[config.mk]
export PLATFORM = sky130hd
export DESIGN_NAME = cic_core_irq_ctrl
export DESIGN_NICKNAME = d
export VERILOG_FILES = /design/src/pkg/cic_pkg.sv /design/src/pkg/cic_evt_if.sv /design/src/hw/cic_core_irq_ctrl.sv /design/src/hw/cic_event_capture.sv
export SDC_FILE = /design/constraint.sdc
export NUM_CORES = 1
export LEC_CHECK = 0
export ABC_AREA = 1
export BUFFER_PORTS_ARGS = -buffer_cell sky130_fd_sc_hd__buf_2
export CELL_PAD_IN_SITES_DETAIL_PLACEMENT = 0
export CELL_PAD_IN_SITES_GLOBAL_PLACEMENT = 2
export CORE_UTILIZATION = 24
export DETAILED_ROUTE_END_ITERATION = 12
export PLACE_DENSITY_LB_ADDON = 0.1
export SYNTH_ARGS = -nofsm -noshare
export SYNTH_HDL_FRONTEND = slang
export SYNTH_HIERARCHICAL = 1
export SYNTH_SLANG_ARGS = --single-unit
[constraint.sdc]
create_clock -name aclk -period 1.3 [get_ports aclk]
set_clock_uncertainty 0.2 [all_clocks]
set_input_delay 0.13 -clock aclk [delete_from_list [all_inputs] [get_ports aclk]]
set_output_delay 0.13 -clock aclk [all_outputs]
set_load 0.02 [all_outputs]
[src/pkg/cic_pkg.sv]
/*
  Constants for the core interrupt control block: register indexes, field
  positions, reset values and bus response codes.
  Assumes a 32-bit AXI4-Lite bus where byte address = 4 * register index.
*/
package cic_pkg;

  // Bus geometry.
  localparam int          ADDR_W     = 12;
  localparam int          DATA_W     = 32;
  localparam int          IDX_W      = 10;
  localparam int          IDX_LSB    = 2;

  // Register indexes; byte address is four times the index.
  localparam logic [IDX_W-1:0] IDX_INTCTL_BANK0 = 10'h00B;
  localparam logic [IDX_W-1:0] IDX_INTCTL_BANK1 = 10'h08B;
  localparam logic [IDX_W-1:0] IDX_INTCTL_BANK2 = 10'h10B;
  localparam logic [IDX_W-1:0] IDX_INTCTL_BANK3 = 10'h18B;
  localparam logic [IDX_W-1:0] IDX_EVT_STATUS   = 10'h00C;
  localparam logic [IDX_W-1:0] IDX_EVT_MASK     = 10'h00D;
  localparam logic [IDX_W-1:0] IDX_CONFIG       = 10'h00E;

  // Interrupt control register layout.
  localparam int          REG_W      = 8;
  localparam int          EVT_N      = 3;
  localparam int          BIT_GIE    = 7;
  localparam int          BIT_PERIPHERAL_GROUP_ENABLE   = 6;
  localparam int          ENA_LSB    = 3;
  localparam int          FLG_LSB    = 0;

  // Event positions, shared by flags, enables, status and mask.
  localparam int          EVT_TIMER  = 2;
  localparam int          EVT_EXT    = 1;
  localparam int          EVT_PORT   = 0;

  // Configuration register layout.
  localparam int          BIT_EXT_RISING = 0;

  // Reset values.
  localparam logic [REG_W-1:0] INTCTL_RST = 8'h00;
  localparam logic [EVT_N-1:0] EVT_RST    = 3'h0;
  localparam logic             CFG_RISING_RST = 1'b1;

  // AXI responses.
  localparam logic [1:0]  RESP_OKAY   = 2'h0;
  localparam logic [1:0]  RESP_SLVERR = 2'h2;

endpackage

[src/pkg/cic_evt_if.sv]
/*
  Carrier between the event capture module and the register core.
  Assumes both ends run on the same clock.
*/
interface cic_evt_if;
  logic ext_edge_rising;
  logic ext_evt;
  logic port_evt;

  modport capture (input ext_edge_rising, output ext_evt, output port_evt);
  modport core    (output ext_edge_rising, input ext_evt, input port_evt);
endinterface

[src/hw/cic_core_irq_ctrl.sv]
/*
  Core interrupt control register with AXI4-Lite access, sticky event status
  with mask, and the interrupt request toward the processor core.
  Assumes timer_overflow and periph_irq_req come from logic on aclk, and
  that the pins are asynchronous. All state freezes while ce is low.
*/

module cic_core_irq_ctrl
  import cic_pkg::*;
#(
  parameter int PORT_W = 4
)
(
  // Clock, reset and clock enable.
  input  wire logic              aclk,
  input  wire logic              aresetn,
  input  wire logic              ce,
  // AXI4-Lite write address.
  input  wire logic [ADDR_W-1:0] s_axi_awaddr,
  input  wire logic              s_axi_awvalid,
  output logic                   s_axi_awready,
  // AXI4-Lite write data.
  input  wire logic [DATA_W-1:0] s_axi_wdata,
  input  wire logic [3:0]        s_axi_wstrb,
  input  wire logic              s_axi_wvalid,
  output logic                   s_axi_wready,
  // AXI4-Lite write response.
  output logic [1:0]             s_axi_bresp,
  output logic                   s_axi_bvalid,
  input  wire logic              s_axi_bready,
  // AXI4-Lite read address.
  input  wire logic [ADDR_W-1:0] s_axi_araddr,
  input  wire logic              s_axi_arvalid,
  output logic                   s_axi_arready,
  // AXI4-Lite read data.
  output logic [DATA_W-1:0]      s_axi_rdata,
  output logic [1:0]             s_axi_rresp,
  output logic                   s_axi_rvalid,
  input  wire logic              s_axi_rready,
  // Interrupt sources.
  input  wire logic              timer_overflow,
  input  wire logic              external_interrupt_pin,
  input  wire logic [PORT_W-1:0] port_change_pins,
  input  wire logic              periph_irq_req,
  // Interrupt outputs.
  output logic                   irq_to_core,
  output logic                   sys_irq
);

  cic_evt_if evt ();

  logic [REG_W-1:0]  intctl_r;
  logic [REG_W-1:0]  intctl_nxt;
  logic [EVT_N-1:0]  status_r;
  logic [EVT_N-1:0]  status_nxt;
  logic [EVT_N-1:0]  mask_r;
  logic              cfg_rising_r;
  logic [EVT_N-1:0]  event_vec;
  logic              aw_held_r;
  logic              w_held_r;
  logic [IDX_W-1:0]  aw_idx_r;
  logic [7:0]        w_byte_r;
  logic              w_strb_r;
  logic              bvalid_r;
  logic [1:0]        bresp_r;
  logic              rvalid_r;
  logic [1:0]        rresp_r;
  logic [DATA_W-1:0] rdata_r;
  logic              irq_core_r;
  logic              sys_irq_r;
  logic              aw_hs;
  logic              w_hs;
  logic              ar_hs;
  logic              wr_go;
  logic              wr_intctl;
  logic              wr_status;
  logic              wr_mask;
  logic              wr_cfg;
  logic              wr_hit;
  logic [IDX_W-1:0]  ar_idx;
  logic [DATA_W-1:0] rd_val;
  logic              rd_hit;

  cic_event_capture #(
    .PORT_W (PORT_W)
  ) u_capture (
    .aclk                   (aclk),
    .aresetn                (aresetn),
    .ce                     (ce),
    .external_interrupt_pin (external_interrupt_pin),
    .port_change_pins       (port_change_pins),
    .evt                    (evt.capture)
  );

  assign evt.ext_edge_rising = cfg_rising_r;

  always_comb
  begin
    event_vec            = '0;
    event_vec[EVT_TIMER] = timer_overflow & ce;
    event_vec[EVT_EXT]   = evt.ext_evt;
    event_vec[EVT_PORT]  = evt.port_evt;
  end

  // Bus handshakes; address and data are taken in either order.
  assign s_axi_awready = ce & ~aw_held_r & ~bvalid_r;
  assign s_axi_wready  = ce & ~w_held_r & ~bvalid_r;
  assign s_axi_arready = ce & ~rvalid_r;
  assign aw_hs         = s_axi_awvalid & s_axi_awready;
  assign w_hs          = s_axi_wvalid & s_axi_wready;
  assign ar_hs         = s_axi_arvalid & s_axi_arready;
  assign wr_go         = ce & aw_held_r & w_held_r & ~bvalid_r;

  always_ff @(posedge aclk)
  begin
    if (!aresetn)
    begin
      aw_held_r <= 1'b0;
      aw_idx_r  <= '0;
    end
    else if (ce)
    begin
      if (aw_hs)
      begin
        aw_held_r <= 1'b1;
        aw_idx_r  <= s_axi_awaddr[ADDR_W-1:IDX_LSB];
      end
      else if (wr_go)
      begin
        aw_held_r <= 1'b0;
      end
    end
  end

  always_ff @(posedge aclk)
  begin
    if (!aresetn)
    begin
      w_held_r <= 1'b0;
      w_byte_r <= '0;
      w_strb_r <= 1'b0;
    end
    else if (ce)
    begin
      if (w_hs)
      begin
        w_held_r <= 1'b1;
        w_byte_r <= s_axi_wdata[REG_W-1:0];
        w_strb_r <= s_axi_wstrb[0];
      end
      else if (wr_go)
      begin
        w_held_r <= 1'b0;
      end
    end
  end

  // Write decode; all four bank addresses select one register.
  always_comb
  begin
    wr_intctl = 1'b0;
    wr_status = 1'b0;
    wr_mask   = 1'b0;
    wr_cfg    = 1'b0;
    if (aw_idx_r == IDX_INTCTL_BANK0 || aw_idx_r == IDX_INTCTL_BANK1 ||
        aw_idx_r == IDX_INTCTL_BANK2 || aw_idx_r == IDX_INTCTL_BANK3)
      wr_intctl = 1'b1;
    else if (aw_idx_r == IDX_EVT_STATUS)
      wr_status = 1'b1;
    else if (aw_idx_r == IDX_EVT_MASK)
      wr_mask = 1'b1;
    else if (aw_idx_r == IDX_CONFIG)
      wr_cfg = 1'b1;
    wr_hit = wr_intctl | wr_status | wr_mask | wr_cfg;
  end

  always_ff @(posedge aclk)
  begin
    if (!aresetn)
    begin
      bvalid_r <= 1'b0;
      bresp_r  <= RESP_OKAY;
    end
    else if (ce)
    begin
      if (wr_go)
      begin
        bvalid_r <= 1'b1;
        bresp_r  <= wr_hit ? RESP_OKAY : RESP_SLVERR;
      end
      else if (s_axi_bready)
      begin
        bvalid_r <= 1'b0;
      end
    end
  end

  // A software write and an event in the same cycle: the event wins.
  always_comb
  begin
    intctl_nxt = intctl_r;
    if (wr_go && wr_intctl && w_strb_r)
      intctl_nxt = w_byte_r;
    intctl_nxt[FLG_LSB +: EVT_N] = intctl_nxt[FLG_LSB +: EVT_N] | event_vec;
  end

  always_ff @(posedge aclk)
  begin
    if (!aresetn)
      intctl_r <= INTCTL_RST;
    else if (ce)
      intctl_r <= intctl_nxt;
  end

  // Sticky status, cleared by writing one; a new event wins over the clear.
  always_comb
  begin
    status_nxt = status_r;
    if (wr_go && wr_status && w_strb_r)
      status_nxt = status_r & ~w_byte_r[EVT_N-1:0];
    status_nxt = status_nxt | event_vec;
  end

  always_ff @(posedge aclk)
  begin
    if (!aresetn)
    begin
      status_r     <= EVT_RST;
      mask_r       <= EVT_RST;
      cfg_rising_r <= CFG_RISING_RST;
    end
    else if (ce)
    begin
      status_r <= status_nxt;
      if (wr_go && wr_mask && w_strb_r)
        mask_r <= w_byte_r[EVT_N-1:0];
      if (wr_go && wr_cfg && w_strb_r)
        cfg_rising_r <= w_byte_r[BIT_EXT_RISING];
    end
  end

  // Read decode.
  assign ar_idx = s_axi_araddr[ADDR_W-1:IDX_LSB];

  always_comb
  begin
    rd_val = '0;
    rd_hit = 1'b1;
    if (ar_idx == IDX_INTCTL_BANK0 || ar_idx == IDX_INTCTL_BANK1 ||
        ar_idx == IDX_INTCTL_BANK2 || ar_idx == IDX_INTCTL_BANK3)
      rd_val[REG_W-1:0] = intctl_r;
    else if (ar_idx == IDX_EVT_STATUS)
      rd_val[EVT_N-1:0] = status_r;
    else if (ar_idx == IDX_EVT_MASK)
      rd_val[EVT_N-1:0] = mask_r;
    else if (ar_idx == IDX_CONFIG)
      rd_val[BIT_EXT_RISING] = cfg_rising_r;
    else
      rd_hit = 1'b0;
  end

  always_ff @(posedge aclk)
  begin
    if (!aresetn)
    begin
      rvalid_r <= 1'b0;
      rresp_r  <= RESP_OKAY;
      rdata_r  <= '0;
    end
    else if (ce)
    begin
      if (ar_hs)
      begin
        rvalid_r <= 1'b1;
        rresp_r  <= rd_hit ? RESP_OKAY : RESP_SLVERR;
        rdata_r  <= rd_val;
      end
      else if (s_axi_rready)
      begin
        rvalid_r <= 1'b0;
      end
    end
  end

  // Request toward the processor core.
  always_ff @(posedge aclk)
  begin
    if (!aresetn)
      irq_core_r <= 1'b0;
    else if (ce)
      irq_core_r <= intctl_r[BIT_GIE] &
                    (|(intctl_r[ENA_LSB +: EVT_N] & intctl_r[FLG_LSB +: EVT_N]) |
                     (intctl_r[BIT_PERIPHERAL_GROUP_ENABLE] & periph_irq_req));
  end

  always_ff @(posedge aclk)
  begin
    if (!aresetn)
      sys_irq_r <= 1'b0;
    else if (ce)
      sys_irq_r <= |(status_r & mask_r);
  end

  assign s_axi_bvalid = bvalid_r;
  assign s_axi_bresp  = bresp_r;
  assign s_axi_rvalid = rvalid_r;
  assign s_axi_rresp  = rresp_r;
  assign s_axi_rdata  = rdata_r;
  assign irq_to_core  = irq_core_r;
  assign sys_irq      = sys_irq_r;

endmodule

[src/hw/cic_event_capture.sv]
/*
  Synchronises the external interrupt pin and the port-change pins and turns
  them into one-cycle event pulses.
  Assumes pins are asynchronous to aclk; all state freezes while ce is low.
*/
module cic_event_capture
  import cic_pkg::*;
#(
  parameter int PORT_W = 4
)
(
  // Clock and reset.
  input  wire logic              aclk,
  input  wire logic              aresetn,
  input  wire logic              ce,
  // Raw pins.
  input  wire logic              external_interrupt_pin,
  input  wire logic [PORT_W-1:0] port_change_pins,
  // Events toward the core.
  cic_evt_if.capture             evt
);

  logic [PORT_W:0] meta_r;
  logic [PORT_W:0] sync_r;
  logic [PORT_W:0] last_r;
  logic [PORT_W:0] raw;
  localparam int   FILL_N = 3;

  logic [FILL_N-1:0] fill_r;
  logic            ext_evt_r;
  logic            port_evt_r;

  assign raw = {external_interrupt_pin, port_change_pins};

  // Two flops per pin; the third stage feeds only edge detection.
  genvar g;
  generate
    for (g = 0; g <= PORT_W; g++)
    begin : g_sync
      always_ff @(posedge aclk)
      begin
        if (!aresetn)
        begin
          meta_r[g] <= 1'b0;
          sync_r[g] <= 1'b0;
          last_r[g] <= 1'b0;
        end
        else if (ce)
        begin
          meta_r[g] <= raw[g];
          sync_r[g] <= meta_r[g];
          last_r[g] <= sync_r[g];
        end
      end
    end
  endgenerate

  always_ff @(posedge aclk)
  begin
    if (!aresetn)
    begin
      ext_evt_r  <= 1'b0;
      port_evt_r <= 1'b0;
      fill_r     <= '0;
    end
    else if (ce)
    begin
      // Edges count only once both compared stages hold real pin samples,
      // so a pin already high when reset ends raises no false event.
      fill_r     <= {fill_r[FILL_N-2:0], 1'b1};
      // The selected edge of the external pin is the event.
      ext_evt_r  <= fill_r[FILL_N-1] &
                    (evt.ext_edge_rising ? (sync_r[PORT_W] & ~last_r[PORT_W])
                                         : (~sync_r[PORT_W] & last_r[PORT_W]));
      // Any port pin differing from its previous sample is a change.
      port_evt_r <= fill_r[FILL_N-1] & (|(sync_r[PORT_W-1:0] ^ last_r[PORT_W-1:0]));
    end
  end

  assign evt.ext_evt  = ext_evt_r & ce;
  assign evt.port_evt = port_evt_r & ce;

endmodule

## Yosys cells after proc, flatten, opt, wreduce, memory -nomap -nowiden

Index checks and enable logic that the tools add are counted.

| word-level totals | value |
|---|---|
| flip-flop bits (word level) | 72 |
| bits in latches | 0 |
| RAM bits | 0 |
| bits in read-only memories | 0 |
| input bits | 75 |
| output and inout bits | 43 |
| word-level logic and storage cells | 150 |
| memories kept | 0 |

| operators by class | value |
|---|---|
| add/sub/neg operators | 0 |
| multiply operators | 0 |
| div/mod/pow operators | 0 |
| $lt $le $gt $ge | 0 |
| equality and inequality tests | 14 |
| shifts and indexed selects | 0 |
| muxes and demuxes | 32 |
| bitwise gates (word level) | 37 |
| reduce and logical (&&, ||, !) cells | 32 |

Operators with widths:

| operator | number |
|---|---|
| $eq A10 B4 Y1 const B | 8 |
| $eq A10 B9 Y1 const B | 4 |
| $mux W1 | 24 |
| $reduce_and A2 Y1 | 11 |
| $and A1 B1 Y1 | 20 |
| $eq A10 B8 Y1 const B | 2 |
| $mux W3 | 4 |
| $and A3 B3 Y3 | 3 |
| $logic_and A1 B1 Y1 | 8 |
| $reduce_bool A2 Y1 | 4 |
| $logic_or A1 B1 Y1 | 6 |
| $mux W2 | 3 |
| $not A1 Y1 | 6 |
| $or A3 B3 Y3 | 2 |
| $reduce_or A3 Y1 | 2 |
| $mux W5 | 1 |
| $or A1 B1 Y1 | 4 |
| $reduce_or A4 Y1 | 1 |
| $xor A4 B4 Y4 | 1 |
| $not A3 Y3 | 1 |

## Longest topological paths before layout

Gate-level depths: netlist of run 1.

| logic depth | value |
|---|---|
| word-level depth | 9 |
| gate-level depth with buffers | 10 |
| mapped depth without buffers | 10 |

## Modules after synthesis

The synthesis of run 1 kept the hierarchy.

Modules (own cells, without submodules):

| module | instances | cells each | area an instance (sq um) | seq. area each (sq um) |
|---|---|---|---|---|
| cic_core_irq_ctrl | 1 | 348 | 2453.6 | 1001.0 |
| cic_event_capture | 1 | 108 | 810.8 | 400.4 |

## Worst setup path after synthesis of run 1

Ideal clock, no wire load.

| path | value |
|---|---|
| kind | register to register |
| start point | register bvalid_r, in the netlist s_axi_bvalid |
| end point | register aw_idx_r[5] |
| setup time | 0.113 ns |
| arrival time | 1.451 ns |
| setup slack | -0.464 ns |
| stages on the path, launching flop included | 8 |
| buffers on the path | 1 |
| clock period less this slack | 1.764 ns |
| cells stage by stage | dfxtp_1 inv_1 nand2_1 nor2_1 nand2_1 buf_2 o21ai_1 nor2_1 |

| between the ends | value |
|---|---|
| word-level cells in the longest chain between the ends | 4 |

Ends and longest elaborated chain:

| item | RTL line | source |
|---|---|---|
| from (decl) | cic_core_irq_ctrl.sv:64 | `logic bvalid_r;` |
| from (signal assigned) | cic_core_irq_ctrl.sv:181 | `bvalid_r <= 1'b0;` |
| from (signal assigned) | cic_core_irq_ctrl.sv:188 | `bvalid_r <= 1'b1;` |
| from (signal assigned) | cic_core_irq_ctrl.sv:193 | `bvalid_r <= 1'b0;` |
| $not A1 Y1 | cic_core_irq_ctrl.sv:106 | `assign s_axi_awready = ce & ~aw_held_r & ~bvalid_r;` |
| $and A1 B1 Y1 | cic_core_irq_ctrl.sv:106 |  |
| named net s_axi_awready | cic_core_irq_ctrl.sv:21 | `output logic s_axi_awready,` |
| $and A1 B1 Y1 | cic_core_irq_ctrl.sv:109 | `assign aw_hs = s_axi_awvalid & s_axi_awready;` |
| $reduce_and A2 Y1 (no source line) | - |  |
| to (signal assigned) | cic_core_irq_ctrl.sv:126 | `aw_idx_r <= s_axi_awaddr[ADDR_W-1:IDX_LSB];` |
| to (decl) | cic_core_irq_ctrl.sv:61 | `logic [IDX_W-1:0] aw_idx_r;` |

The timed path passes the listed nets, and every way through them passes these cells.
A chain may end at the register's enable or synchronous reset.

## Worst setup path after layout of run 1

| path | value |
|---|---|
| start point | register aw_idx_r[2] |
| end point | register intctl_r[1] |

| between the ends | value |
|---|---|
| word-level cells in the longest chain between the ends | 9 |
| elaborated cells on any way between the ends | 12 |

Ends and longest elaborated chain:

| item | RTL line | source |
|---|---|---|
| $eq A10 B4 Y1 or $eq A10 B8 Y1 (tied branches) | cic_core_irq_ctrl.sv:165 | `if (aw_idx_r == IDX_INTCTL_BANK0 \|\| aw_idx_r == IDX_INTCTL_BANK1 \|\|` |
| $logic_or A1 B1 Y1 (2 in a row) | cic_core_irq_ctrl.sv:165 |  |
| $logic_or A1 B1 Y1 * | cic_core_irq_ctrl.sv:166 | `aw_idx_r == IDX_INTCTL_BANK2 \|\| aw_idx_r == IDX_INTCTL_BANK3)` |
| $mux W1 * | cic_core_irq_ctrl.sv:165 |  |
| $logic_and A1 B1 Y1 * (2 in a row) | cic_core_irq_ctrl.sv:202 | `if (wr_go && wr_intctl && w_strb_r)` |
| $mux W3 * | cic_core_irq_ctrl.sv:202 |  |
| $or A3 B3 Y3 * | cic_core_irq_ctrl.sv:204 | `intctl_nxt[FLG_LSB +: EVT_N] = intctl_nxt[FLG_LSB +: EVT_N] \| event_vec;` |
| to (signal assigned) | cic_core_irq_ctrl.sv:212 | `intctl_r <= intctl_nxt;` |
| to (decl) | cic_core_irq_ctrl.sv:52 | `logic [REG_W-1:0] intctl_r;` |

Every way passes the cells marked *; elsewhere a longest branch is shown, timed or not.

==> flow_results.xml, run 1 <==
<?xml version="1.0" encoding="UTF-8"?>
<metrics>
  <group name="setup_path">
    <metric name="cp_cell_sequence" unit="">inv_2 &gt; nand3_2 &gt; nor2_4 &gt; nand3_4 &gt; nor2_8 &gt; inv_6 &gt; nand2_1 &gt; nand3_1 &gt; nand2_1 &gt; inv_1</metric>
    <metric name="start_kind" unit="">flop</metric>
    <metric name="worstReg2RegEnd" unit="">intctl_r[1]$_SDFFE_PN0P_</metric>
    <metric name="cp_capture_point" unit="">intctl_r[1]$_SDFFE_PN0P_</metric>
    <metric name="criticalPathCategory" unit="">reg -&gt; reg</metric>
    <metric name="critical_path_arrival" unit="ps">1510</metric>
    <metric name="cp_slowest_stage_delay" unit="ps">320</metric>
    <metric name="slowest_stage" unit="">sky130_fd_sc_hd__dfxtp_2</metric>
    <metric name="setup.worst_path.end_class" unit="">flop</metric>
    <metric name="cp-startpoint" unit="">aw_idx_r[2]$_SDFFE_PN0P_</metric>
    <metric name="critical_path_required" unit="ps">1340</metric>
    <metric name="path_max_fanout" unit="">9</metric>
    <metric name="regToRegStartpoint" unit="">aw_idx_r[2]$_SDFFE_PN0P_</metric>
    <metric name="critPathMostFrequentCell" unit="">sky130_fd_sc_hd__nand2_1</metric>
    <metric name="worst-r2r-cell-count" unit="">10</metric>
    <metric name="setup.reg_to_reg.worst_slack" unit="ps">-170</metric>
  </group>
  <group name="grt">
    <metric name="grt_max_degree" unit="">28</metric>
    <metric name="grt_pass1_wl" unit="mm">15.1</metric>
    <metric name="grt_antenna_before_repair" unit="">0</metric>
    <metric name="grt-ovfl-total" unit="">0</metric>
    <metric name="first_global_vias" unit="">3052</metric>
    <metric name="gr-usage-all-layers" unit="">0.137</metric>
  </group>
  <group name="route">
    <metric name="detail_route.vias_per_cell" unit="">4.18</metric>
    <metric name="route.detailed.wl_per_inst" unit="um">11.6</metric>
    <metric name="aggregate_routed_wire_length" unit="mm">9.08</metric>
    <metric name="drc_errors" unit="">0</metric>
    <metric name="drt.antenna.violating_nets" unit="">0</metric>
    <metric name="via_count" unit="">3271</metric>
    <metric name="drt_iter0_drc" unit="">167</metric>
    <metric name="drt_pass1_iterations" unit="">4</metric>
  </group>
  <group name="place">
    <metric name="globalplace.congestion" unit="">0.718</metric>
    <metric name="numPlacedInstances" unit="">726</metric>
    <metric name="hpwlAfterDp" unit="mm">6.54</metric>
    <metric name="post_dp_cell_area" unit="mm^2">0.00406</metric>
    <metric name="io_buffers" unit="">60</metric>
  </group>
  <group name="yosys">
    <metric name="post_synth_most_frequent_cells" unit="">sky130_fd_sc_hd__nor2_1, sky130_fd_sc_hd__dfxtp_1, sky130_fd_sc_hd__nand2_1, sky130_fd_sc_hd__inv_1, sky130_fd_sc_hd__o21ai_0</metric>
    <metric name="synthDominantCellAreaShare" unit="">0.429</metric>
    <metric name="synth_cell_types" unit="">32</metric>
    <metric name="synth.most_common_cell" unit="">sky130_fd_sc_hd__nor2_1</metric>
    <metric name="synth_top_cell_by_area" unit="">sky130_fd_sc_hd__dfxtp_1</metric>
    <metric name="synth_seq_cells" unit="">70</metric>
    <metric name="ys_dominant_reg_cell" unit="">sky130_fd_sc_hd__dfxtp_1</metric>
    <metric name="synth_cells" unit="">456</metric>
    <metric name="syn_avg_cell_area" unit="um^2">7.16</metric>
    <metric name="edff_count_synth" unit="">0</metric>
    <metric name="synth-async-reset-ratio" unit="">0</metric>
    <metric name="yosysSeqAreaShare" unit="">0.429</metric>
    <metric name="synthesis.yosys.warnings" unit="">6</metric>
    <metric name="ys_top_cells_by_area" unit="">sky130_fd_sc_hd__dfxtp_1, sky130_fd_sc_hd__nor2_1, sky130_fd_sc_hd__nand2_1</metric>
    <metric name="synthesis.area" unit="mm^2">0.00326</metric>
  </group>
  <group name="timing">
    <metric name="hold_ws" unit="ps">23.2</metric>
    <metric name="setup_slack" unit="ps">-171</metric>
    <metric name="timing.final.crit_period" unit="ps">1470</metric>
    <metric name="hold_viol" unit="">0</metric>
    <metric name="post-route-period-util" unit="">1.13</metric>
    <metric name="maxClockFrequency" unit="GHz">0.680</metric>
    <metric name="grt_setup_unrepaired" unit="">true</metric>
    <metric name="final_count_of_pins_violating_max_slew" unit="">0</metric>
    <metric name="report.final.setup_viol" unit="">37</metric>
  </group>
  <group name="cells_and_area">
    <metric name="layout-drive-gt1-share" unit="">0.354</metric>
    <metric name="stdcell_area" unit="mm^2">0.00506</metric>
    <metric name="nNetsFinal" unit="">678</metric>
    <metric name="number_of_cells_in_the_finished_layout_apart_from_fillers" unit="">783</metric>
    <metric name="finish.utilization" unit="">0.382</metric>
    <metric name="antenna_cells" unit="">0</metric>
    <metric name="syn2layout_area_growth" unit="%">55.1</metric>
  </group>
  <group name="power_and_ir_drop">
    <metric name="powerDensity" unit="mW/mm^2">1110</metric>
    <metric name="peakVddDrop" unit="mV">0.527</metric>
    <metric name="power.leakage" unit="nW">2.27</metric>
  </group>
  <group name="hold_path">
    <metric name="worstHoldPathType" unit="">in -&gt; reg</metric>
    <metric name="min_path_cells" unit="">3</metric>
  </group>
  <group name="clock_tree">
    <metric name="tritoncts_clock_tree" unit="">done</metric>
    <metric name="cts-htree-levels" unit="">3</metric>
    <metric name="clockRootBuffer" unit="">sky130_fd_sc_hd__clkbuf_16</metric>
    <metric name="tritoncts_buffers" unit="">9</metric>
    <metric name="cts-root-to-sink-buffers" unit="">2</metric>
    <metric name="cts_num_sinks" unit="">70</metric>
    <metric name="clk_pin_slew_worst_paths" unit="ps">50</metric>
    <metric name="clk_latency" unit="ps">330</metric>
  </group>
  <group name="floorplanning">
    <metric name="floorplan.core_area" unit="mm^2">0.0132</metric>
    <metric name="dieHeight" unit="um">119</metric>
    <metric name="io_pins" unit="">118</metric>
    <metric name="number_of_cell_rows" unit="">42</metric>
    <metric name="die_area" unit="mm^2">0.0141</metric>
    <metric name="chipWidth" unit="um">119</metric>
    <metric name="initial_utilization" unit="">0.247</metric>
  </group>
  <group name="run">
    <metric name="max-cap-violations" unit="">0</metric>
  </group>
  <group name="status">
    <metric name="outcome" unit="">complete, but fails checks</metric>
    <metric name="violations" unit="">setup timing</metric>
  </group>
</metrics>
[flip-flops by register name, summed over array words and instances, names as in the netlist, 3 cells and up]
name              count
status_r              3
s_axi_rdata           8
intctl_r              8
aw_idx_r             10
u_capture/meta_r      5
mask_r                3
u_capture/sync_r      5
w_byte_r              8
u_capture/fill_r      3
u_capture/last_r      5
[final cells by class]
| type | count | area, um^2 |
|---|---|---|
| Sequential cell | 70 | 1420 |
| Multi-Input combinational cell | 320 | 1790 |
| Clock buffer | 15 | 288 |
| Fill cell | 1422 | 8180 |
| Timing Repair Buffer | 147 | 1110 |
| Inverter | 55 | 234 |
| Tap cell | 176 | 220 |
[layer usage]
metal	up-vias	GRT usage	part of all wire
li1	1726	-	-
met1	1458	0.188	0.51
met2	75	0.200	0.43
met3	12	0.0376	0.040
met4	0	0.0570	0.018
met5	-	0	0
[timing repair]
item                                    CTS  global route
endpoints found under the hold margin    32             0
gates resized for setup                  39            65
hold buffers                             31             0
cloned                                    1             1
pin swaps                                12            23
endpoints found under the setup margin   41            44
setup buffers                             7             4
[worst max-delay path, delay by kind of cell (launching register included)]
family / cells / cell delay, ps
simple gates: 7 / 700
flops: 1 / 320
buf+inv: 3 / 150
[power by group]
group | leakage, nW | internal [mW] | switching [mW]
Combinational | 1.55 | 0.409 | 0.507
Sequential | 0.578 | 2.25 | 0.0779
Clock | 0.142 | 1.49 | 0.891
[stage by stage]
stage / setup slack [ps] / TNS [ps] / power [mW]
after floorplan: -121 / -2610 / 2.84
after global placement: -219 / -4450 / 3.06
after detailed placement: -258 / -4910 / 3.07
after CTS: -151 / -2680 / 5.62
after global routing: -298 / -5950 / 5.92
final: -171 / -2910 / 5.63
[cell families after synthesis]
logic type | share of synthesized area
AO/OA/AOI/OAI | 0.165
buffers and inverters | 0.144
flip-flops | 0.429
other | 0.00115
AND/OR/NAND/NOR | 0.261
[how the worst min path moves through the flow]
stage                              startpoint                          endpoint  slack [ps]
after floorplan           port_change_pins[0]  u_capture/meta_r[0]$_SDFFE_PN0P_          60
after global placement    port_change_pins[2]  u_capture/meta_r[2]$_SDFFE_PN0P_         150
after detailed placement  port_change_pins[2]  u_capture/meta_r[2]$_SDFFE_PN0P_         160
after CTS                             aresetn         cfg_rising_r$_SDFFE_PN1P_          10
after global routing                  aresetn         cfg_rising_r$_SDFFE_PN1P_          20
final                                 aresetn         cfg_rising_r$_SDFFE_PN1P_          20
[cells in the final DEF (no fill, tap or decap), drive strengths merged]
cell type	synthesis	layout
conb	1	26
nor2	77	77
nand3	31	31
clkbuf	6	15
dfxtp	70	70
a22o	2	2
o21ai	55	55
nor3	5	5
or2	1	1
and2	1	1
nand2	67	69
o211ai	2	2
dlygate4sd3	0	31
a31oi	1	1
a21oi	39	39
nand3b	1	1
clkinv	1	1
a211oi	1	1
buf	32	116
nand4	9	9
inv	54	54
Note: power is estimated with default switching activity, not from simulation.
==> run 2: changes to the inputs <==
--- a/config.mk
+++ b/config.mk
@@ -6,11 +6,11 @@
 export NUM_CORES = 1
 export LEC_CHECK = 0
 export ABC_AREA = 1
-export BUFFER_PORTS_ARGS = -buffer_cell sky130_fd_sc_hd__buf_2
 export CELL_PAD_IN_SITES_DETAIL_PLACEMENT = 0
 export CELL_PAD_IN_SITES_GLOBAL_PLACEMENT = 2
-export CORE_UTILIZATION = 24
+export CORE_UTILIZATION = 30
 export DETAILED_ROUTE_END_ITERATION = 12
+export DONT_BUFFER_PORTS = 1
 export PLACE_DENSITY_LB_ADDON = 0.1
 export SYNTH_ARGS = -nofsm -noshare
 export SYNTH_HDL_FRONTEND = slang
==> run 2 against run 1 <==
  * The run ends with hold timing, setup timing left
  * Core utilization up 4.9 points
  * Total power fell by 13%
  * Count of clock-buffer cells in the layout fell by 2
  * Final cell count down 14%
  * Sequential share of layout area increased by 3.6 points
==> flow_results.xml, run 2 (same netlist as run 1, synthesis figures left out) <==
<?xml version="1.0" encoding="UTF-8"?>
<metrics>
  <group name="clock_tree">
    <metric name="clk_latency" unit="ps">350</metric>
    <metric name="tritoncts_clock_tree" unit="">done</metric>
    <metric name="cts_num_sinks" unit="">70</metric>
    <metric name="cts-root-to-sink-buffers" unit="">2</metric>
    <metric name="clk_pin_slew_worst_paths" unit="ps">70</metric>
    <metric name="clockRootBuffer" unit="">sky130_fd_sc_hd__clkbuf_8</metric>
    <metric name="cts-htree-levels" unit="">3</metric>
    <metric name="tritoncts_buffers" unit="">9</metric>
  </group>
  <group name="power_and_ir_drop">
    <metric name="power.share.switching" unit="">0.273</metric>
    <metric name="combinational_power_share" unit="">0.149</metric>
    <metric name="internal_power" unit="mW">3.55</metric>
    <metric name="seq_power_share" unit="">0.478</metric>
    <metric name="p_sw" unit="mW">1.33</metric>
    <metric name="peakVddDrop" unit="mV">0.495</metric>
    <metric name="powerDensity" unit="mW/mm^2">1090</metric>
    <metric name="total_power" unit="mW">4.88</metric>
    <metric name="power.share.clock" unit="">0.374</metric>
    <metric name="power.leakage" unit="nW">1.95</metric>
  </group>
  <group name="route">
    <metric name="drt_pass1_iterations" unit="">4</metric>
    <metric name="route.detailed.wl_per_inst" unit="um">12.6</metric>
    <metric name="route.met2.wl" unit="mm">3.79</metric>
    <metric name="drt.antenna.violating_nets" unit="">0</metric>
    <metric name="topRoutingLayerUsed" unit="">met4</metric>
    <metric name="routedLengthMet1" unit="mm">4.25</metric>
    <metric name="via_count" unit="">3047</metric>
    <metric name="detail_route.vias_per_cell" unit="">4.53</metric>
    <metric name="drt_iter0_drc" unit="">89</metric>
    <metric name="drc_errors" unit="">0</metric>
    <metric name="aggregate_routed_wire_length" unit="mm">8.51</metric>
    <metric name="routed-wl-met3" unit="um">361</metric>
  </group>
  <group name="cells_and_area">
    <metric name="layout_commonest_cell" unit="">sky130_fd_sc_hd__nor2_1</metric>
    <metric name="antenna_cells" unit="">0</metric>
    <metric name="stdcell_area" unit="mm^2">0.00450</metric>
    <metric name="mostFrequentLayoutCells" unit="">sky130_fd_sc_hd__nor2_1, sky130_fd_sc_hd__nand2_1, sky130_fd_sc_hd__dfxtp_1, sky130_fd_sc_hd__buf_4, sky130_fd_sc_hd__inv_1</metric>
    <metric name="largest-register" unit="">aw_idx_r</metric>
    <metric name="syn2layout_area_growth" unit="%">37.8</metric>
    <metric name="layout-drive-gt1-share" unit="">0.302</metric>
    <metric name="nNetsFinal" unit="">607</metric>
    <metric name="finish.utilization" unit="">0.432</metric>
    <metric name="largest_register_ff_count" unit="">10</metric>
  </group>
  <group name="grt">
    <metric name="first_global_vias" unit="">2928</metric>
    <metric name="grt_pass1_wl" unit="mm">14.1</metric>
    <metric name="gr-usage-all-layers" unit="">0.159</metric>
    <metric name="grt_antenna_before_repair" unit="">0</metric>
    <metric name="grt-ovfl-total" unit="">0</metric>
    <metric name="grt_max_degree" unit="">61</metric>
  </group>
  <group name="floorplanning">
    <metric name="die_area" unit="mm^2">0.0113</metric>
    <metric name="dieHeight" unit="um">106</metric>
    <metric name="number_of_cell_rows" unit="">37</metric>
    <metric name="initial_utilization" unit="">0.313</metric>
    <metric name="floorplan.core_area" unit="mm^2">0.0104</metric>
    <metric name="io_pins" unit="">118</metric>
    <metric name="chipWidth" unit="um">106</metric>
  </group>
  <group name="hold_path">
    <metric name="worstHoldPathType" unit="">in -&gt; reg</metric>
    <metric name="worst_hold_startpoint" unit="">ce</metric>
  </group>
  <group name="timing">
    <metric name="report.final.setup_viol" unit="">35</metric>
    <metric name="grt_setup_unrepaired" unit="">true</metric>
    <metric name="timing.final.crit_period" unit="ps">1470</metric>
    <metric name="max_slew_margin" unit="">0.658</metric>
    <metric name="post-route-period-util" unit="">1.13</metric>
    <metric name="hold_ws" unit="ps">-335</metric>
    <metric name="setup_slack" unit="ps">-170</metric>
    <metric name="max_slew.worst_pin.slew" unit="ps">512</metric>
    <metric name="hold_viol" unit="">63</metric>
    <metric name="maxClockFrequency" unit="GHz">0.680</metric>
    <metric name="final_count_of_pins_violating_max_slew" unit="">0</metric>
  </group>
  <group name="setup_path">
    <metric name="path_max_fanout" unit="">3</metric>
    <metric name="start_kind" unit="">flop</metric>
    <metric name="cp-startpoint" unit="">aw_idx_r[3]$_SDFFE_PN0P_</metric>
    <metric name="criticalPathCategory" unit="">reg -&gt; reg</metric>
    <metric name="setup.worst_path.end_class" unit="">flop</metric>
    <metric name="cp_slowest_stage_delay" unit="ps">360</metric>
    <metric name="regToRegStartpoint" unit="">aw_idx_r[3]$_SDFFE_PN0P_</metric>
    <metric name="cp_cell_sequence" unit="">nand2_2 &gt; inv_2 &gt; nand3_2 &gt; nor2_1 &gt; nand4_1 &gt; nand2_1 &gt; nand3_1 &gt; nand2_1 &gt; inv_1</metric>
    <metric name="slowest_stage" unit="">sky130_fd_sc_hd__dfxtp_2</metric>
    <metric name="critPathMostFrequentCell" unit="">sky130_fd_sc_hd__nand2_1</metric>
    <metric name="critical_path_arrival" unit="ps">1520</metric>
    <metric name="critical_path_required" unit="ps">1350</metric>
  </group>
  <group name="status">
    <metric name="violations" unit="">hold timing, setup timing</metric>
    <metric name="outcome" unit="">complete, but fails checks</metric>
  </group>
  <group name="place">
    <metric name="hpwlAfterDp" unit="mm">5.72</metric>
    <metric name="io_buffers" unit="">0</metric>
    <metric name="post_dp_cell_area" unit="mm^2">0.00365</metric>
    <metric name="globalplace.congestion" unit="">0.735</metric>
  </group>
  <group name="run">
    <metric name="max-cap-violations" unit="">0</metric>
  </group>
</metrics>
[run 2: cell count changes in the layout (fill, tap and decap cells not counted), moves of 4 or more]
cell	delta
sky130_fd_sc_hd__dlygate4sd3_1	-15
sky130_fd_sc_hd__a21oi_2	-5
sky130_fd_sc_hd__nand3_1	-5
sky130_fd_sc_hd__clkbuf_16	-9
sky130_fd_sc_hd__o21ai_2	-6
sky130_fd_sc_hd__buf_2	-56
sky130_fd_sc_hd__o21ai_1	+7
sky130_fd_sc_hd__buf_6	-5
sky130_fd_sc_hd__inv_1	-5
sky130_fd_sc_hd__a21oi_1	+5
sky130_fd_sc_hd__nand3_2	+4
sky130_fd_sc_hd__dfxtp_2	+4
sky130_fd_sc_hd__clkbuf_8	+7
[run 2: what timing repair did]
item / in CTS / in global routing
hold buffers: 17 / 2
setup endpoints to repair: 37 / 47
setup buffers: 9 / 5
pin swaps: 26 / 14
hold endpoints to repair: 70 / 63
gates cloned: 1 / 3
gates resized for setup: 63 / 45
[run 2: power by group through the flow]
| stage | logic [mW] | registers (mW) | clock network (mW) |
|---|---|---|---|
| detailed placement | 0.539 | 2.37 | 0 |
| finish | 0.725 | 2.33 | 1.82 |
| global route | 0.807 | 2.35 | 1.99 |
| floorplan | 0.462 | 2.38 | 0 |
| global placement | 0.536 | 2.37 | 0 |
| CTS | 0.664 | 2.33 | 1.87 |
[run 2: path summary, 6_finish.rpt]
kind | depth (start not counted) | slack [ps] | endpoint
min reg2reg | 2 | 270 | s_axi_rdata[5]$_SDFFE_PN0P_
min | 1 | -330 | u_capture/last_r[0]$_SDFFE_PN0P_
max | 9 | -170 | status_r[2]$_SDFFE_PN0P_
max reg2reg | 9 | -170 | status_r[2]$_SDFFE_PN0P_
[run 2: cell type report]
class,instances,area (um^2)
clock buffer,13,159
timing repair buffer,74,643
tap,136,170
clock inverter,3,42.5
sequential,70,1420
fill,1109,5920
timing repair inverter,2,12.5
multi-input combinational,320,1810
inverter,55,236
[run 2: worst max-delay path: cells and delay by family (launching register included)]
kind / cells / cell delay, ps
flops: 1 / 360
simple gates: 7 / 700
buf+inv: 2 / 110
[run 2: metal layers]
| metal | GRT usage | vias to the layer above |
|---|---|---|
| met4 | 0.0625 | 0 |
| met2 | 0.248 | 62 |
| met3 | 0.0380 | 9 |
| met5 | 0 | - |
| li1 | - | 1583 |
| met1 | 0.211 | 1393 |
[run 2: through the flow]
step / setup TNS, ps / hold WS, ps / instances / worst slack [ps]
6_report: -3080 / -335 / 673 / -170
5_1_grt: -6260 / -371 / 673 / -271
4_1_cts: -3150 / -362 / 664 / -178
3_5_place_dp: -3410 / 21.1 / 621 / -247
3_3_place_gp: -2900 / 20.5 / 621 / -239
2_1_floorplan: -2610 / 64.9 / 481 / -121
==> run 3: changes to the inputs <==
--- a/config.mk
+++ b/config.mk
@@ -5,13 +5,13 @@
 export SDC_FILE = /design/constraint.sdc
 export NUM_CORES = 1
 export LEC_CHECK = 0
-export ABC_AREA = 1
 export CELL_PAD_IN_SITES_DETAIL_PLACEMENT = 0
 export CELL_PAD_IN_SITES_GLOBAL_PLACEMENT = 2
-export CORE_UTILIZATION = 30
+export CORE_UTILIZATION = 32
 export DETAILED_ROUTE_END_ITERATION = 12
 export DONT_BUFFER_PORTS = 1
 export PLACE_DENSITY_LB_ADDON = 0.1
+export SLEW_MARGIN = 20
 export SYNTH_ARGS = -nofsm -noshare
 export SYNTH_HDL_FRONTEND = slang
 export SYNTH_HIERARCHICAL = 1
==> run 3 against run 2 <==
  * The flow still finishes with violations (hold timing, setup timing)
  * Combinational power is 16% lower
  * Flip-flop and latch count did not move
  * Wire length fell by 12%
  * Core utilization grew 4.0 points
  * Clock power fell by 4%
  * Total power fell by 5.3%
  * Maximum frequency decreased by 34%
  * Non-clock buffer count up 7
  * First-iteration DRC count decreased by 39%
  * Sequential share of layout area up 0.60 points
  * Global-route usage shrank 0.75 points
  * Critical path type unchanged
==> flow_results.xml, run 3 <==
<?xml version="1.0" encoding="UTF-8"?>
<metrics>
  <group name="yosys">
    <metric name="synth_seq_cells" unit="">70</metric>
    <metric name="ys_top_cells_by_area" unit="">sky130_fd_sc_hd__dfxtp_1, sky130_fd_sc_hd__nand2_1, sky130_fd_sc_hd__mux2i_1</metric>
    <metric name="synth_top_family_by_area" unit="">simple AND/OR/NAND/NOR gates</metric>
    <metric name="synth_adder_area_share" unit="">0</metric>
    <metric name="mux_share_of_post_synthesis_cell_area" unit="">0.0738</metric>
    <metric name="yosys.area_share.simple" unit="">0.236</metric>
    <metric name="edff_count_synth" unit="">0</metric>
    <metric name="synth.most_common_cell" unit="">sky130_fd_sc_hd__nand2_1</metric>
    <metric name="synthesis.area" unit="mm^2">0.00312</metric>
    <metric name="synthesis.yosys.warnings" unit="">6</metric>
    <metric name="syn_avg_cell_area" unit="um^2">8.67</metric>
    <metric name="synth_xor_area_frac" unit="">0.0112</metric>
    <metric name="synthDominantCellAreaShare" unit="">0.449</metric>
    <metric name="synth-async-reset-ratio" unit="">0</metric>
    <metric name="synth_cell_types" unit="">47</metric>
    <metric name="yosysSeqAreaShare" unit="">0.449</metric>
    <metric name="area_fraction_in_compound_gates_after_synthesis" unit="">0.126</metric>
    <metric name="ys_dominant_reg_cell" unit="">sky130_fd_sc_hd__dfxtp_1</metric>
    <metric name="post_synth_most_frequent_cells" unit="">sky130_fd_sc_hd__nand2_1, sky130_fd_sc_hd__dfxtp_1, sky130_fd_sc_hd__a21oi_1, sky130_fd_sc_hd__buf_4, sky130_fd_sc_hd__mux2i_1</metric>
    <metric name="synth_top_cell_by_area" unit="">sky130_fd_sc_hd__dfxtp_1</metric>
    <metric name="synth_cells" unit="">360</metric>
  </group>
  <group name="hold_path">
    <metric name="worstHoldPathType" unit="">in -&gt; reg</metric>
  </group>
  <group name="cells_and_area">
    <metric name="largest_register_ff_count" unit="">10</metric>
    <metric name="nNetsFinal" unit="">508</metric>
    <metric name="largest-register" unit="">aw_idx_r</metric>
    <metric name="stdcell_area" unit="mm^2">0.00440</metric>
    <metric name="fillers" unit="">969</metric>
    <metric name="layout_commonest_cell" unit="">sky130_fd_sc_hd__dfxtp_1</metric>
    <metric name="mostFrequentLayoutCells" unit="">sky130_fd_sc_hd__dfxtp_1, sky130_fd_sc_hd__nand2_1, sky130_fd_sc_hd__buf_4, sky130_fd_sc_hd__dlygate4sd3_1, sky130_fd_sc_hd__conb_1</metric>
    <metric name="syn2layout_area_growth" unit="%">40.9</metric>
    <metric name="antenna_cells" unit="">0</metric>
    <metric name="finish.utilization" unit="">0.471</metric>
    <metric name="layout-drive-gt1-share" unit="">0.338</metric>
  </group>
  <group name="place">
    <metric name="io_buffers" unit="">0</metric>
    <metric name="hpwlAfterDp" unit="mm">4.88</metric>
    <metric name="post_dp_cell_area" unit="mm^2">0.00350</metric>
    <metric name="dp_worst_setup_slack" unit="ps">-998</metric>
    <metric name="globalplace.congestion" unit="">0.762</metric>
  </group>
  <group name="power_and_ir_drop">
    <metric name="p_sw" unit="mW">1.17</metric>
    <metric name="power.share.clock" unit="">0.378</metric>
    <metric name="power.share.switching" unit="">0.253</metric>
    <metric name="peakVddDrop" unit="mV">0.754</metric>
    <metric name="power.leakage" unit="nW">1.76</metric>
    <metric name="seq_power_share" unit="">0.490</metric>
    <metric name="powerDensity" unit="mW/mm^2">1050</metric>
    <metric name="combinational_power_share" unit="">0.132</metric>
    <metric name="internal_power" unit="mW">3.45</metric>
  </group>
  <group name="timing">
    <metric name="timing.final.crit_period" unit="ps">2240</metric>
    <metric name="post_route_setup_tns" unit="ps">-21680</metric>
    <metric name="maxClockFrequency" unit="GHz">0.446</metric>
    <metric name="setup_slack" unit="ps">-943</metric>
    <metric name="post-route-period-util" unit="">1.73</metric>
    <metric name="grt_setup_unrepaired" unit="">true</metric>
    <metric name="report.final.setup_viol" unit="">41</metric>
    <metric name="hold_viol" unit="">43</metric>
    <metric name="hold_ws" unit="ps">-288</metric>
    <metric name="final_count_of_pins_violating_max_slew" unit="">0</metric>
  </group>
  <group name="setup_path">
    <metric name="path_max_fanout" unit="">4</metric>
    <metric name="criticalPathCategory" unit="">reg -&gt; reg</metric>
    <metric name="start_kind" unit="">flop</metric>
    <metric name="critical_path_required" unit="ps">1330</metric>
    <metric name="setup.worst_path.end_class" unit="">flop</metric>
    <metric name="critical_path_arrival" unit="ps">2270</metric>
  </group>
  <group name="clock_tree">
    <metric name="clk_pin_slew_worst_paths" unit="ps">70</metric>
    <metric name="cts-root-to-sink-buffers" unit="">2</metric>
    <metric name="cts_num_sinks" unit="">70</metric>
    <metric name="tritoncts_buffers" unit="">9</metric>
    <metric name="tritoncts_clock_tree" unit="">done</metric>
    <metric name="clk_latency" unit="ps">330</metric>
    <metric name="holdBufCountCts" unit="">31</metric>
    <metric name="cts-htree-levels" unit="">3</metric>
    <metric name="clockRootBuffer" unit="">sky130_fd_sc_hd__clkbuf_8</metric>
  </group>
  <group name="floorplanning">
    <metric name="die_area" unit="mm^2">0.0102</metric>
    <metric name="floorplan.core_area" unit="mm^2">0.00933</metric>
    <metric name="initial_utilization" unit="">0.335</metric>
    <metric name="chipWidth" unit="um">101</metric>
    <metric name="number_of_cell_rows" unit="">35</metric>
    <metric name="io_pins" unit="">118</metric>
    <metric name="dieHeight" unit="um">101</metric>
  </group>
  <group name="route">
    <metric name="drt_pass1_iterations" unit="">4</metric>
    <metric name="via_count" unit="">2629</metric>
    <metric name="drt_iter0_drc" unit="">54</metric>
    <metric name="detail_route.vias_per_cell" unit="">4.64</metric>
    <metric name="aggregate_routed_wire_length" unit="mm">7.46</metric>
    <metric name="drt.antenna.violating_nets" unit="">0</metric>
    <metric name="route.detailed.wl_per_inst" unit="um">13.2</metric>
    <metric name="drc_errors" unit="">0</metric>
  </group>
  <group name="status">
    <metric name="violations" unit="">hold timing, setup timing</metric>
    <metric name="outcome" unit="">complete, but fails checks</metric>
  </group>
  <group name="run">
    <metric name="max-cap-violations" unit="">0</metric>
  </group>
  <group name="grt">
    <metric name="grt-ovfl-total" unit="">0</metric>
    <metric name="grt_max_degree" unit="">47</metric>
    <metric name="grt_antenna_before_repair" unit="">0</metric>
    <metric name="first_global_vias" unit="">2480</metric>
    <metric name="grt_pass1_wl" unit="mm">11.9</metric>
    <metric name="gr-usage-all-layers" unit="">0.152</metric>
  </group>
</metrics>
run 3: layout make-up:
cell class,instances,area [um^2],share of cell area
Inverter,5,18.8,0.00427
Tap cell,129,161,0.0367
Sequential cell,70,1420,0.322
Multi-Input combinational cell,266,1840,0.418
Timing Repair Buffer,81,763,0.174
Clock inverter,5,56.3,0.0128
Clock buffer,11,141,0.0321
run 3: cells by family (layout without fill, tap and decap cells):
kind of cell,count (synthesis),in the layout
AO/OA/AOI/OAI,66,66
XOR/XNOR,4,4
multiplexers,23,23
buffers and inverters,50,102
flip-flops,70,70
AND/OR/NAND/NOR,146,147
other,1,26
run 3: final timing paths:
kind              slack, ps                               end                   startpoint  cells past startpoint
hold / removal         -290  u_capture/fill_r[0]$_SDFFE_PN0P_                      aresetn                      1
setup / recovery       -940            mask_r[0]$_SDFFE_PN0P_        w_strb_r$_SDFFE_PN0P_                      4
hold reg to reg         260       s_axi_rdata[5]$_SDFFE_PN0P_  s_axi_rdata[5]$_SDFFE_PN0P_                      2
setup reg to reg       -940            mask_r[0]$_SDFFE_PN0P_        w_strb_r$_SDFFE_PN0P_                      4
run 3: per-stage QoR:
step / total power, mW / hold WS (ps) / cells
6_report: 4.62 / -288 / 567
5_1_grt: 4.86 / -328 / 567
4_1_cts: 4.62 / -312 / 563
3_5_place_dp: 2.72 / 47.1 / 511
3_3_place_gp: 2.72 / 46.1 / 511
2_1_floorplan: 2.71 / 58.4 / 385
run 3: layer usage:
layer	routed length [um]	GRT usage	vias to the layer above
li1	-	-	1325
met1	3410	0.183	1238
met2	3660	0.261	62
met3	343	0.0472	4
met4	51	0.0401	0
met5	0	0	-
run 3: critical path, stage by stage, from the launching register on:
cell	delay (ps)
sky130_fd_sc_hd__dfxtp_2	330
sky130_fd_sc_hd__or4bb_1	490
sky130_fd_sc_hd__or4_4	560
sky130_fd_sc_hd__or3b_4	420
sky130_fd_sc_hd__mux2i_1	130
run 3: timing repair:
action,CTS,global route
setup endpoints to repair,40,49
resized for setup,37,62
setup buffers,4,5
gates cloned,2,0
endpoints found under the hold margin,68,44
pin swaps,12,27
run 3: power groups by stage:
stage / registers [mW] / clock network, mW / logic (mW)
finish: 2.26 / 1.75 / 0.610
CTS: 2.26 / 1.81 / 0.550
floorplan: 2.32 / 0 / 0.396
global placement: 2.31 / 0 / 0.408
global route: 2.27 / 1.93 / 0.662
detailed placement: 2.31 / 0 / 0.411
